**src/hdl/ppg_pkg.sv**
```systemverilog
package ppg_pkg;

    // ----------------------------------------------------------------
    // Register map (byte addresses, one 32-bit word each)
    // ----------------------------------------------------------------
    localparam logic [7:0] OFS_MODE       = 8'h00;
    localparam logic [7:0] OFS_CTRL       = 8'h04;
    localparam logic [7:0] OFS_PERIOD_LO  = 8'h08;
    localparam logic [7:0] OFS_PERIOD_HI  = 8'h0C;
    localparam logic [7:0] OFS_COMPARE_LO = 8'h10;
    localparam logic [7:0] OFS_COMPARE_HI = 8'h14;
    localparam logic [7:0] OFS_STATUS     = 8'h18;

    // ----------------------------------------------------------------
    // Field layouts and reset values
    // ----------------------------------------------------------------
    typedef struct packed {
        logic [2:0] clock_select_field;
        logic [2:0] mode_select_field;
    } mode_t;

    typedef struct packed {
        logic [1:0] filter_select_field;
        logic       double_buffer_enable;
        logic       overflow_enable;
        logic       output_initial_level;
        logic       one_shot_select;
        logic       run_bit;
    } ctrl_t;

    localparam logic [2:0]  MODE_PPG        = 3'h3;
    localparam mode_t       MODE_RESET      = 6'h00;
    localparam ctrl_t       CTRL_RESET      = 7'h00;
    localparam logic [15:0] REG16_RESET     = 16'hFFFF;
    localparam logic [7:0]  TEMP_RESET      = 8'h00;

    localparam logic [1:0]  RESP_OKAY       = 2'h0;
    localparam logic [1:0]  RESP_SLVERR     = 2'h2;

    // ----------------------------------------------------------------
    // Filter sampling intervals in gear-clock periods
    // ----------------------------------------------------------------
    localparam logic [1:0]  NC_OFF          = 2'h0;
    localparam logic [1:0]  NC_DIV2         = 2'h1;
    localparam logic [1:0]  NC_DIV4         = 2'h2;
    localparam logic [1:0]  NC_DIV256       = 2'h3;
    localparam logic [7:0]  NC_MASK_2       = 8'h01;
    localparam logic [7:0]  NC_MASK_4       = 8'h03;
    localparam logic [7:0]  NC_MASK_256     = 8'hFF;

endpackage : ppg_pkg

```
**src/hdl/timer_ppg_noise_filter.sv**
```systemverilog
// Notes on behaviour
// - Mode select value 011 enables pulse output, clocked by the clock-select tick.
// - Idle pulse output equals the initial level bit.
// - Run bit starts counting; mode, overflow-enable, initial level locked while running.
// - Counter equal to compare drives output opposite to initial level.
// - Counter equal to period restores initial level and pulses interrupt request.
// - One-shot set: period match clears run bit and stops.
// - One-shot clear: period match zeroes counter, generation continues.
// - Run bit low, by software or one-shot, restores initial level.
// - One-shot bit writable while running, takes effect at next period match.
// - Double buffer on: running writes become active at next period match.
// - Double buffer off: writes act at once; counter wraps if passed.
// - Low byte goes to temp buffer; high byte write commits both.
// - Double buffer on: reads return buffered value, not active value.
// - Stopped writes update active registers and buffer together.
// - Filter output changes only after three equal consecutive samples.
// - Filter select nonzero enables filter regardless of run; 00 bypasses.
// - Filter select writes ignored while running.
// - Filter intervals: 01 two, 10 four, 11 256 gear-clock periods.
// - Low-frequency mode: 11 samples at low clock/2; 01, 10 block input.
module timer_ppg_noise_filter (
    input  wire logic              I_REF_CLK,
    input  wire logic              I_RESET,
    input  wire logic [7:0]        I_AWADDR,
    input  wire logic              I_AWVALID,
    output logic                   O_AWREADY,
    input  wire logic [31:0]       I_WDATA,
    input  wire logic [3:0]        I_WSTRB,
    input  wire logic              I_WVALID,
    output logic                   O_WREADY,
    output logic [1:0]             O_BRESP,
    output logic                   O_BVALID,
    input  wire logic              I_BREADY,
    input  wire logic [7:0]        I_ARADDR,
    input  wire logic              I_ARVALID,
    output logic                   O_ARREADY,
    output logic [31:0]            O_RDATA,
    output logic [1:0]             O_RRESP,
    output logic                   O_RVALID,
    input  wire logic              I_RREADY,
    input  wire logic              I_EXTERNAL_TIMER_INPUT,
    input  wire logic              I_LOW_FREQ_CLOCK,
    input  wire logic              I_LOW_FREQ_MODE,
    output logic                   O_PULSE_OUTPUT_PIN,
    output logic                   O_TIMER_INTERRUPT_REQUEST,
    output logic                   O_FILTERED_INPUT
);
    import ppg_pkg::*;

    // ----------------------------------------------------------------
    // State
    // ----------------------------------------------------------------
    mode_t        mode_reg;
    ctrl_t        ctrl_reg;
    logic [7:0]   temp_reg;
    logic [15:0]  period_act_reg;
    logic [15:0]  period_buf_reg;
    logic [15:0]  compare_act_reg;
    logic [15:0]  compare_buf_reg;
    logic [15:0]  count_reg;
    logic [10:0]  presc_reg;
    logic         pulse_reg;
    logic         irq_reg;
    logic [7:0]   aw_addr_reg;
    logic         aw_got_reg;
    logic [31:0]  w_data_reg;
    logic [3:0]   w_strb_reg;
    logic         w_got_reg;
    logic         bvalid_reg;
    logic [1:0]   bresp_reg;
    logic         rvalid_reg;
    logic [1:0]   rresp_reg;
    logic [31:0]  rdata_reg;
    logic [1:0]   ext_sync_reg;
    logic [2:0]   lf_sync_reg;
    logic [1:0]   mode_sync_reg;
    logic         lf_half_reg;
    logic [7:0]   nc_div_reg;
    logic [2:0]   samp_reg;
    logic         filt_reg;

    // ----------------------------------------------------------------
    // Bus decode
    // ----------------------------------------------------------------
    wire         wr_en       = aw_got_reg && w_got_reg && !bvalid_reg;
    wire         wr_lane0    = wr_en && w_strb_reg[0];
    wire         wr_mode     = wr_lane0 && (aw_addr_reg == OFS_MODE);
    wire         wr_ctrl     = wr_lane0 && (aw_addr_reg == OFS_CTRL);
    wire         wr_per_lo   = wr_lane0 && (aw_addr_reg == OFS_PERIOD_LO);
    wire         wr_per_hi   = wr_lane0 && (aw_addr_reg == OFS_PERIOD_HI);
    wire         wr_cmp_lo   = wr_lane0 && (aw_addr_reg == OFS_COMPARE_LO);
    wire         wr_cmp_hi   = wr_lane0 && (aw_addr_reg == OFS_COMPARE_HI);
    wire         aw_mapped   = (aw_addr_reg <= OFS_STATUS) && (aw_addr_reg[1:0] == 2'h0);
    wire         ar_mapped   = (I_ARADDR <= OFS_STATUS) && (I_ARADDR[1:0] == 2'h0);
    wire         ar_take     = I_ARVALID && !rvalid_reg;
    wire [15:0]  wr_value    = {w_data_reg[7:0], temp_reg};
    wire ctrl_t  wr_ctrl_val = ctrl_t'(w_data_reg[6:0]);

    // Double buffer on: reads see the last written value
    wire [15:0]  per_read    = ctrl_reg.double_buffer_enable ? period_buf_reg
                                                              : period_act_reg;
    wire [15:0]  cmp_read    = ctrl_reg.double_buffer_enable ? compare_buf_reg
                                                              : compare_act_reg;

    logic [31:0] rd_mux;
    always_comb begin
        rd_mux = 32'h0000_0000;
        unique case (I_ARADDR)
            OFS_MODE:       rd_mux = {26'h0, mode_reg};
            OFS_CTRL:       rd_mux = {25'h0, ctrl_reg};
            OFS_PERIOD_LO:  rd_mux = {24'h0, per_read[7:0]};
            OFS_PERIOD_HI:  rd_mux = {24'h0, per_read[15:8]};
            OFS_COMPARE_LO: rd_mux = {24'h0, cmp_read[7:0]};
            OFS_COMPARE_HI: rd_mux = {24'h0, cmp_read[15:8]};
            OFS_STATUS:     rd_mux = {14'h0, filt_reg, pulse_reg, count_reg};
            default:        rd_mux = 32'h0000_0000;
        endcase
    end

    assign O_AWREADY = !aw_got_reg && !bvalid_reg;
    assign O_WREADY  = !w_got_reg && !bvalid_reg;
    assign O_ARREADY = !rvalid_reg;
    assign O_BVALID  = bvalid_reg;
    assign O_BRESP   = bresp_reg;
    assign O_RVALID  = rvalid_reg;
    assign O_RRESP   = rresp_reg;
    assign O_RDATA   = rdata_reg;

    // ----------------------------------------------------------------
    // AXI4-Lite slave
    // ----------------------------------------------------------------
    always_ff @(posedge I_REF_CLK or posedge I_RESET) begin
        if (I_RESET) begin
            aw_got_reg  <= 1'b0;
            aw_addr_reg <= 8'h00;
            w_got_reg   <= 1'b0;
            w_data_reg  <= 32'h0000_0000;
            w_strb_reg  <= 4'h0;
            bvalid_reg  <= 1'b0;
            bresp_reg   <= RESP_OKAY;
        end else begin
            if (I_AWVALID && O_AWREADY) begin
                aw_got_reg  <= 1'b1;
                aw_addr_reg <= I_AWADDR;
            end
            if (I_WVALID && O_WREADY) begin
                w_got_reg  <= 1'b1;
                w_data_reg <= I_WDATA;
                w_strb_reg <= I_WSTRB;
            end
            if (wr_en) begin
                aw_got_reg <= 1'b0;
                w_got_reg  <= 1'b0;
                bvalid_reg <= 1'b1;
                bresp_reg  <= aw_mapped ? RESP_OKAY : RESP_SLVERR;
            end else if (bvalid_reg && I_BREADY) begin
                bvalid_reg <= 1'b0;
            end
        end
    end

    always_ff @(posedge I_REF_CLK or posedge I_RESET) begin
        if (I_RESET) begin
            rvalid_reg <= 1'b0;
            rresp_reg  <= RESP_OKAY;
            rdata_reg  <= 32'h0000_0000;
        end else if (ar_take) begin
            rvalid_reg <= 1'b1;
            rresp_reg  <= ar_mapped ? RESP_OKAY : RESP_SLVERR;
            rdata_reg  <= rd_mux;
        end else if (rvalid_reg && I_RREADY) begin
            rvalid_reg <= 1'b0;
        end
    end

    // ----------------------------------------------------------------
    // Clock select prescaler and match detection
    // ----------------------------------------------------------------
    logic [10:0] presc_mask;
    always_comb begin
        unique case (mode_reg.clock_select_field)
            3'h0: presc_mask = 11'h7FF;
            3'h1: presc_mask = 11'h3FF;
            3'h2: presc_mask = 11'h0FF;
            3'h3: presc_mask = 11'h03F;
            3'h4: presc_mask = 11'h00F;
            3'h5: presc_mask = 11'h003;
            3'h6: presc_mask = 11'h001;
            3'h7: presc_mask = 11'h000;
        endcase
    end

    wire running    = ctrl_reg.run_bit;
    wire ppg_mode   = (mode_reg.mode_select_field == MODE_PPG);
    wire clk_tick   = ((presc_reg & presc_mask) == presc_mask);
    wire count_tick = running && ppg_mode && clk_tick;
    wire match_per  = count_tick && (count_reg == period_act_reg);
    wire match_cmp  = count_tick && (count_reg == compare_act_reg);
    wire init_level = ctrl_reg.output_initial_level;

    always_ff @(posedge I_REF_CLK or posedge I_RESET) begin
        if (I_RESET) begin
            presc_reg <= 11'h000;
        end else begin
            presc_reg <= presc_reg + 11'h001;
        end
    end

    // ----------------------------------------------------------------
    // Mode and control registers
    // ----------------------------------------------------------------
    always_ff @(posedge I_REF_CLK or posedge I_RESET) begin
        if (I_RESET) begin
            mode_reg <= MODE_RESET;
            ctrl_reg <= CTRL_RESET;
        end else begin
            if (wr_mode && !running) begin
                mode_reg <= mode_t'(w_data_reg[5:0]);
            end
            if (wr_ctrl) begin
                ctrl_reg.run_bit              <= wr_ctrl_val.run_bit;
                ctrl_reg.one_shot_select      <= wr_ctrl_val.one_shot_select;
                ctrl_reg.double_buffer_enable <= wr_ctrl_val.double_buffer_enable;
                if (!running) begin
                    ctrl_reg.output_initial_level <= wr_ctrl_val.output_initial_level;
                    ctrl_reg.overflow_enable      <= wr_ctrl_val.overflow_enable;
                    ctrl_reg.filter_select_field  <= wr_ctrl_val.filter_select_field;
                end
            end else if (match_per && ctrl_reg.one_shot_select) begin
                ctrl_reg.run_bit <= 1'b0;
            end
        end
    end

    // ----------------------------------------------------------------
    // Period and compare with temp and double buffer
    // ----------------------------------------------------------------
    wire direct_load = !running || !ctrl_reg.double_buffer_enable;

    always_ff @(posedge I_REF_CLK or posedge I_RESET) begin
        if (I_RESET) begin
            temp_reg        <= TEMP_RESET;
            period_act_reg  <= REG16_RESET;
            period_buf_reg  <= REG16_RESET;
            compare_act_reg <= REG16_RESET;
            compare_buf_reg <= REG16_RESET;
        end else begin
            if (wr_per_lo || wr_cmp_lo) begin
                temp_reg <= w_data_reg[7:0];
            end
            // Pending values move in at the period match
            if (match_per && ctrl_reg.double_buffer_enable) begin
                period_act_reg  <= period_buf_reg;
                compare_act_reg <= compare_buf_reg;
            end
            if (wr_per_hi) begin
                period_buf_reg <= wr_value;
                if (direct_load) begin
                    period_act_reg <= wr_value;
                end
            end
            if (wr_cmp_hi) begin
                compare_buf_reg <= wr_value;
                if (direct_load) begin
                    compare_act_reg <= wr_value;
                end
            end
        end
    end

    // ----------------------------------------------------------------
    // Up counter and pulse output
    // ----------------------------------------------------------------
    always_ff @(posedge I_REF_CLK or posedge I_RESET) begin
        if (I_RESET) begin
            count_reg <= 16'h0000;
            pulse_reg <= 1'b0;
            irq_reg   <= 1'b0;
        end else begin
            irq_reg <= match_per;
            if (!running) begin
                count_reg <= 16'h0000;
                pulse_reg <= init_level;
            end else begin
                if (match_per) begin
                    count_reg <= 16'h0000;
                end else if (count_tick) begin
                    // Natural 16-bit wrap covers a passed match value
                    count_reg <= count_reg + 16'h0001;
                end
                if (match_per) begin
                    pulse_reg <= init_level;
                end else if (match_cmp) begin
                    pulse_reg <= !init_level;
                end
            end
        end
    end

    assign O_PULSE_OUTPUT_PIN        = pulse_reg;
    assign O_TIMER_INTERRUPT_REQUEST = irq_reg;

    // ----------------------------------------------------------------
    // Noise canceller
    // ----------------------------------------------------------------
    // Third stage only feeds the edge detector, never the first stage
    always_ff @(posedge I_REF_CLK or posedge I_RESET) begin
        if (I_RESET) begin
            ext_sync_reg  <= 2'h0;
            lf_sync_reg   <= 3'h0;
            mode_sync_reg <= 2'h0;
            lf_half_reg   <= 1'b0;
            nc_div_reg    <= 8'h00;
        end else begin
            ext_sync_reg  <= {ext_sync_reg[0], I_EXTERNAL_TIMER_INPUT};
            lf_sync_reg   <= {lf_sync_reg[1:0], I_LOW_FREQ_CLOCK};
            mode_sync_reg <= {mode_sync_reg[0], I_LOW_FREQ_MODE};
            nc_div_reg    <= nc_div_reg + 8'h01;
            if (lf_sync_reg[1] && !lf_sync_reg[2]) begin
                lf_half_reg <= !lf_half_reg;
            end
        end
    end

    wire ext_in   = ext_sync_reg[1];
    wire slow     = mode_sync_reg[1];
    wire lf_tick  = lf_sync_reg[1] && !lf_sync_reg[2] && lf_half_reg;
    wire [1:0] nc_sel = ctrl_reg.filter_select_field;
    wire nc_on    = (nc_sel != NC_OFF);
    wire nc_block = slow && ((nc_sel == NC_DIV2) || (nc_sel == NC_DIV4));

    logic samp_tick;
    always_comb begin
        unique case (nc_sel)
            NC_DIV2:   samp_tick = ((nc_div_reg & NC_MASK_2) == NC_MASK_2);
            NC_DIV4:   samp_tick = ((nc_div_reg & NC_MASK_4) == NC_MASK_4);
            NC_DIV256: samp_tick = slow ? lf_tick
                                        : ((nc_div_reg & NC_MASK_256) == NC_MASK_256);
            default:   samp_tick = 1'b0;
        endcase
    end

    wire agree = (samp_reg == 3'h7) || (samp_reg == 3'h0);

    // Blocked input holds its last level rather than forcing a value
    always_ff @(posedge I_REF_CLK or posedge I_RESET) begin
        if (I_RESET) begin
            samp_reg <= 3'h0;
            filt_reg <= 1'b0;
        end else if (!nc_on) begin
            samp_reg <= {3{ext_in}};
            filt_reg <= ext_in;
        end else if (!nc_block) begin
            if (samp_tick) begin
                samp_reg <= {samp_reg[1:0], ext_in};
            end
            if (agree) begin
                filt_reg <= samp_reg[0];
            end
        end
    end

    assign O_FILTERED_INPUT = filt_reg;
endmodule : timer_ppg_noise_filter

```
**config.mk**
```make
export PLATFORM = sky130hd
export DESIGN_NAME = timer_ppg_noise_filter
export DESIGN_NICKNAME = d
export VERILOG_FILES = /design/src/hdl/ppg_pkg.sv /design/src/hdl/timer_ppg_noise_filter.sv
export SDC_FILE = /design/constraint.sdc
export NUM_CORES = 1
export LEC_CHECK = 0
export BUFFER_PORTS_ARGS = -buffer_cell sky130_fd_sc_hd__buf_2
export CORE_ASPECT_RATIO = 0.75
export CORE_MARGIN = 4
export CORE_UTILIZATION = 45
export DETAILED_ROUTE_END_ITERATION = 8
export PLACE_DENSITY = 0.72
export SLEW_MARGIN = 20
export SYNTH_ARGS = -nofsm -noshare
export SYNTH_HDL_FRONTEND = slang
export SYNTH_SLANG_ARGS = --single-unit
```
**constraint.sdc**
```tcl
create_clock -name I_REF_CLK -period 11.4 [get_ports I_REF_CLK]
set_input_delay 1.14 -clock I_REF_CLK [delete_from_list [all_inputs] [get_ports I_REF_CLK]]
set_output_delay 1.14 -clock I_REF_CLK [all_outputs]
set_load 0.01 [all_outputs]
```
; Word-level counts from Yosys, hierarchy flattened
; Memory sizes are Yosys's and may differ from the RTL's.
; Index checks and enable logic that the tools add are counted.
[classes]
addsub = 3
magnitude_cmp = 2
n_eq_ne = 26
mux = 35
bitwise = 2
n_reduce_logical = 55
[op_table]
columns = operator, count
row1 = 16-bit 2-to-1 mux, 11
row2 = 18-bit one-hot mux with 7 select lines, 1
row3 = "8-bit by 5-bit == test with 1-bit output, second input constant", 5
row4 = 16-bit == test, 2
row5 = "8-bit by 4-bit == test with 1-bit output, second input constant", 4
row6 = 1-bit logical AND, 28
row7 = 1-bit 2-to-1 mux, 17
row8 = "16-bit by 1-bit adder with 16-bit output, second input constant", 1
row9 = "8-bit by 3-bit == test with 1-bit output, second input constant", 2
row10 = "8-bit by 5-bit less-or-equal comparator with 1-bit output, second input constant", 2
row11 = 8-bit zero test, 2
row12 = 2-bit nonzero test, 6
row13 = "11-bit by 1-bit adder with 11-bit output, second input constant", 1
row14 = 11-bit AND, 1
row15 = 11-bit == test, 1
row16 = 1-bit zero test, 9
row17 = 3-bit 2-to-1 mux, 3
row18 = "8-bit by 1-bit adder with 8-bit output, second input constant", 1
row19 = "8-bit == test, second input constant", 1
row20 = "2-bit == test, second input constant", 3
row21 = "3-bit by 1-bit != test with 1-bit output, second input constant", 2
row22 = 2-bit AND reduction, 3
row23 = 2-bit zero test, 2
row24 = 1-bit logical OR, 4
row25 = other kinds (9), 11
[word_totals]
register_bits = 191
mem_bits_ro = 88
input_bits = 62
output_inout_bits = 44
elab_cells = 158
memories = 1
[memory_table]
columns = memory, words, width, rd, rd_ports_with_merged_regs, wr, line
row1 = (no name shown), 8, 11, 1, 0, 0, timer_ppg_noise_filter.sv:181  ; unique case (mode_reg.clock_select_field)

; Longest topological paths before layout
; An unclocked memory read counts as a cell.
[logic_depth]
ltp_word = 9
mapped_depth = 9
depth_no_buf = 7

; Least setup slack after synthesis
; Ideal clock, no wire load.
[synth_path]
path_kind = input port to flip-flop
from = in I_ARADDR[0]
to = reg rdata_reg[3], in the netlist O_RDATA[3]
setup_ns = 0.078
arrival_ns = 2.763
required_time_ns = 11.322
path_slack_ns = 8.559
stages = 7
path_buffers = 1
cell_sequence = or4_4 > or3b_1 > buf_2 > or3_1 > o22ai_1 > a31oi_1 > o21ai_1
[synth_via]
elab_chain_cells = 2
word_cells_on_any_way = 8
classes_between = 6 x eq/ne / 1 x mux / 1 x reduce/logical
[synth_lines]
columns = element, line
row1 = from (decl), timer_ppg_noise_filter.sv:34  ; input wire logic [7:0] I_ARADDR,
row2 = "8-bit by 5-bit == test with 1-bit output, or another cell as far along", timer_ppg_noise_filter.sv:108  ; unique case (I_ARADDR)
row3 = 18-bit one-hot mux with 7 select lines (*), timer_ppg_noise_filter.sv:108
row4 = to (signal assigned), timer_ppg_noise_filter.sv:170  ; rdata_reg <= rd_mux;
row5 = to (decl), timer_ppg_noise_filter.sv:73  ; logic [31:0] rdata_reg;
; Mark *: on every way between the ends. The rest lies on a longest branch, timed or not.
; A chain may end at the register's enable or synchronous reset.

; Worst setup path in the final report
[layout_path]
from = reg aw_addr_reg[0]
to = reg compare_act_reg[5]
[layout_via]
elab_chain_cells = 3
[layout_lines]
columns = element, line
row1 = from (decl), timer_ppg_noise_filter.sv:64  ; logic [7:0] aw_addr_reg;
row2 = from (signal assigned), timer_ppg_noise_filter.sv:135  ; aw_addr_reg <= 8'h00;
row3 = from (signal assigned), timer_ppg_noise_filter.sv:144  ; aw_addr_reg <= I_AWADDR;
row4 = 8-bit by 5-bit == test with 1-bit output, timer_ppg_noise_filter.sv:92  ; wire wr_cmp_hi = wr_lane0 && (aw_addr_reg == OFS_COMPARE_HI);
row5 = 1-bit logical AND, timer_ppg_noise_filter.sv:92
row6 = 16-bit 2-to-1 mux, timer_ppg_noise_filter.sv:262  ; if (wr_cmp_hi) begin
row7 = to (signal assigned), timer_ppg_noise_filter.sv:254  ; compare_act_reg <= compare_buf_reg;
row8 = to (signal assigned), timer_ppg_noise_filter.sv:265  ; compare_act_reg <= wr_value;
row9 = to (decl), timer_ppg_noise_filter.sv:58  ; logic [15:0] compare_act_reg;
; No other way between the ends.

==> run summary <==
CTS-repair resized insts -> 0
Hold EP -> mode_sync_reg[1]
Place WS -> 7.88 ns
Initial Utilization -> 46.5%
Max reg flops -> 18
DRC -> 0
Relative slew slack -> 29.4%
Hold Vio Cnt, Final -> 0
Max-slew violations -> 0
Worst path cell trace -> or4_4, nor4b_4, and3_1, nand2_2, nor2_1, a21oi_1
Critical Path RT -> 11.73 ns
Status -> completed
Power per Cell Area -> 177 nW/um^2
Die area -> 21800 um^2
Post-Syn Area -> 8760 um^2
Worst slew pin tran -> 1.06 ns
Reg-to-reg startpoint -> aw_addr_reg[0]
Dominant synthesized flop cell -> dfrtp_1
Max cap viols -> 0
Worst r2r path cells -> 6
Commonest cells after routing, fill and taps aside -> 111 x dfrtp_1, 72 x nor2_1, 64 x mux2_2, 64 x dfstp_2, 62 x buf_2
1st-iter DRT viols -> 639
Register bit count reported by yosys -> 175
RSZ-0062 raised after global routing -> no
Avg WL per Cell -> 18.8 um
Period utilisation layout -> 30.3%
Launch point of the worst path -> aw_addr_reg[0]
CTS max path bufs -> 2
Clock transition at path regs -> 0.08 ns
Ys async rst share -> 100%
WP data arrival -> 3.78 ns
Initial antenna violation count -> 0
Synth Area per Inst -> 10.9 um^2
CTS Sinks -> 175
CP Capture Type -> flip-flop
Setup bufs post-CTS -> 0
Endpoints failing setup -> 0
Vias in the first global route -> 6000
Met1 Use GR -> 30.4%
TritonRoute pass-1 iters -> 5
Pin count of the biggest net entering global routing -> 105
Fmax -> 0.290 GHz
Rows -> 43
Final ANT Viol Nets -> 0
CP max stage delay -> 0.94 ns
CTS HTree Levels -> 4
Post-layout util -> 51.9%
Final worst path period need -> 3.45 ns
Worst VDD drop -> 124 uV
Reg2reg end -> compare_act_reg[5]
Port bufs -> 62
RePlAce Congestion -> 0.864
Gr ovfl total -> 0
Die Span Y -> 129 um
Post-synth EDFFs -> 0
Commonest non-fill, non-tap cell in the layout -> dfrtp_1
Layout cells sized above 1 -> 28.6%
Met2 Use GR -> 28.5%
Num ports -> 106
Synth Instances -> 803
P_leak -> 4.38 nW
Layout area overhead -> 11.5%
Min-Delay Path Class -> flip-flop to flip-flop
Crit path kind -> flip-flop to flip-flop
Met3 Usage GRT -> 4.27%
Fin Clk Skew -> 0.0111 ns
Antenna diode count -> 0
Count of cell types in the netlist -> 62
Routed via count -> 6143
Clock Latency Late Sink -> 0.44 ns
Worst Hold Depth -> 0
Worst Setup Start Kind -> flip-flop
Number of hold buffers added after CTS -> 0
First-pass GRT wire length -> 33.8 mm
Crit-path slowest cell -> and3_1
Final setup margin -> 7.95 ns
Nets@finish -> 913
Ys Warns -> 0
Vias per cell -> 5.56
Register area share after synthesis -> 50.9%
Critical Path Fanout Max -> 32
Hold_sp -> mode_sync_reg[0]
CTS Buf Count -> 17
GRT Overall Usage -> 19.8%
Dpl hpwl -> 14.2 mm
TritonCTS clock tree -> done
Clock root buffer -> clkbuf_16
WL final -> 20.8 mm
Die span in x -> 169 um
Layer with the highest usage -> met1
Core ar. -> 18800 um^2
R2R Setup Slk -> 7.95 ns
Setup TNS -> 0 ns
area by class of cell:
type,count,area (um^2)
sequential,175,4460
tap,247,309
fill,1679,9060
clock inverter,15,191
inverter,13,53.8
timing repair buffer,69,363
multi-input combinational,568,3970
clock buffer,17,425
logic make-up (layout without fill, tap and decap cells):
group,after synthesis,count (layout),synth area share (%)
xor gates and xnor gates,63,63,6.30
AOI/OAI and AO/OA,125,125,8.59
muxes,127,127,15.8
and+or+nand+nor,230,230,12.9
DFF,175,175,50.9
other,1,16,0.0428
adders and majority gates,7,7,0.999
buffers and inverters,75,114,4.50
worst max path at each step:
stage | end | cells after the start | slack [ns]
floorplan | O_BRESP[1] | 1 | 5.62
global placement | O_RDATA[4] | 6 | 7.89
detailed placement | O_RDATA[4] | 6 | 7.88
CTS | compare_act_reg[6] | 6 | 7.95
global route | compare_act_reg[12] | 6 | 7.67
finish | compare_act_reg[5] | 6 | 7.95
worst max-delay path: cells and delay by family (launching register included):
family	cells	cell delay [ns]
AND/OR/NAND/NOR	5	2.85
flip-flops	1	0.39
AO/OA/AOI/OAI	1	0.06
cell usage after synthesis (3+ instances only):
cell type,number,area (um^2)
a21oi_1,53,265
buf_6,4,45.0
nor3_1,3,15.0
buf_2,12,60.1
buf_4,18,135
o21ai_1,3,15.0
a22oi_1,4,30.0
xnor2_1,24,210
mux2i_1,55,551
a211oi_1,9,67.6
nand2b_1,6,37.5
nor2_1,72,270
ha_1,7,87.6
nand4_1,4,25.0
nand3_1,33,165
or2_2,3,18.8
buf_1,3,11.3
nor2b_1,8,50.1
clkbuf_1,25,93.8
mux2_2,64,721
nor4_1,10,62.6
and3_1,7,43.8
inv_1,13,48.8
dfrtp_1,111,2780
and2_1,5,31.3
a31oi_1,7,43.8
o22ai_1,7,43.8
dfstp_2,64,1680
nand2_1,61,229
o21ai_0,24,120
xor2_1,39,342
o211ai_1,4,30.0
mux2_1,6,67.6
power by group:
part / internal (W) / switching (W) / total, W
clock: 0.000318 / 0.000281 / 0.000599
combinational: 0.000133 / 0.000159 / 0.000292
sequential: 0.000723 / 0.000112 / 0.000835
total: 0.00117 / 0.000552 / 0.00173
metrics by stage:
step	instance area (um^2)	hold WS (ns)	total power [W]	cells
3_3_place_gp	9150	0.336	0.00111	1072
2_1_floorplan	8820	0.331	0.00102	818
4_1_cts	9770	0.345	0.00173	1104
6_report	9770	0.344	0.00173	1104
5_1_grt	9770	0.356	0.00180	1104
3_5_place_dp	9150	0.335	0.00113	1072
metal layers:
| layer | up-vias | share of wire (%) |
|---|---|---|
| met1 | 3022 | 49 |
| met2 | 231 | 41 |
| met4 | 0 | 1.5 |
| met5 | - | 0 |
| met3 | 28 | 8.2 |
| li1 | 2862 | - |
Power figures use the tool's default switching activity.
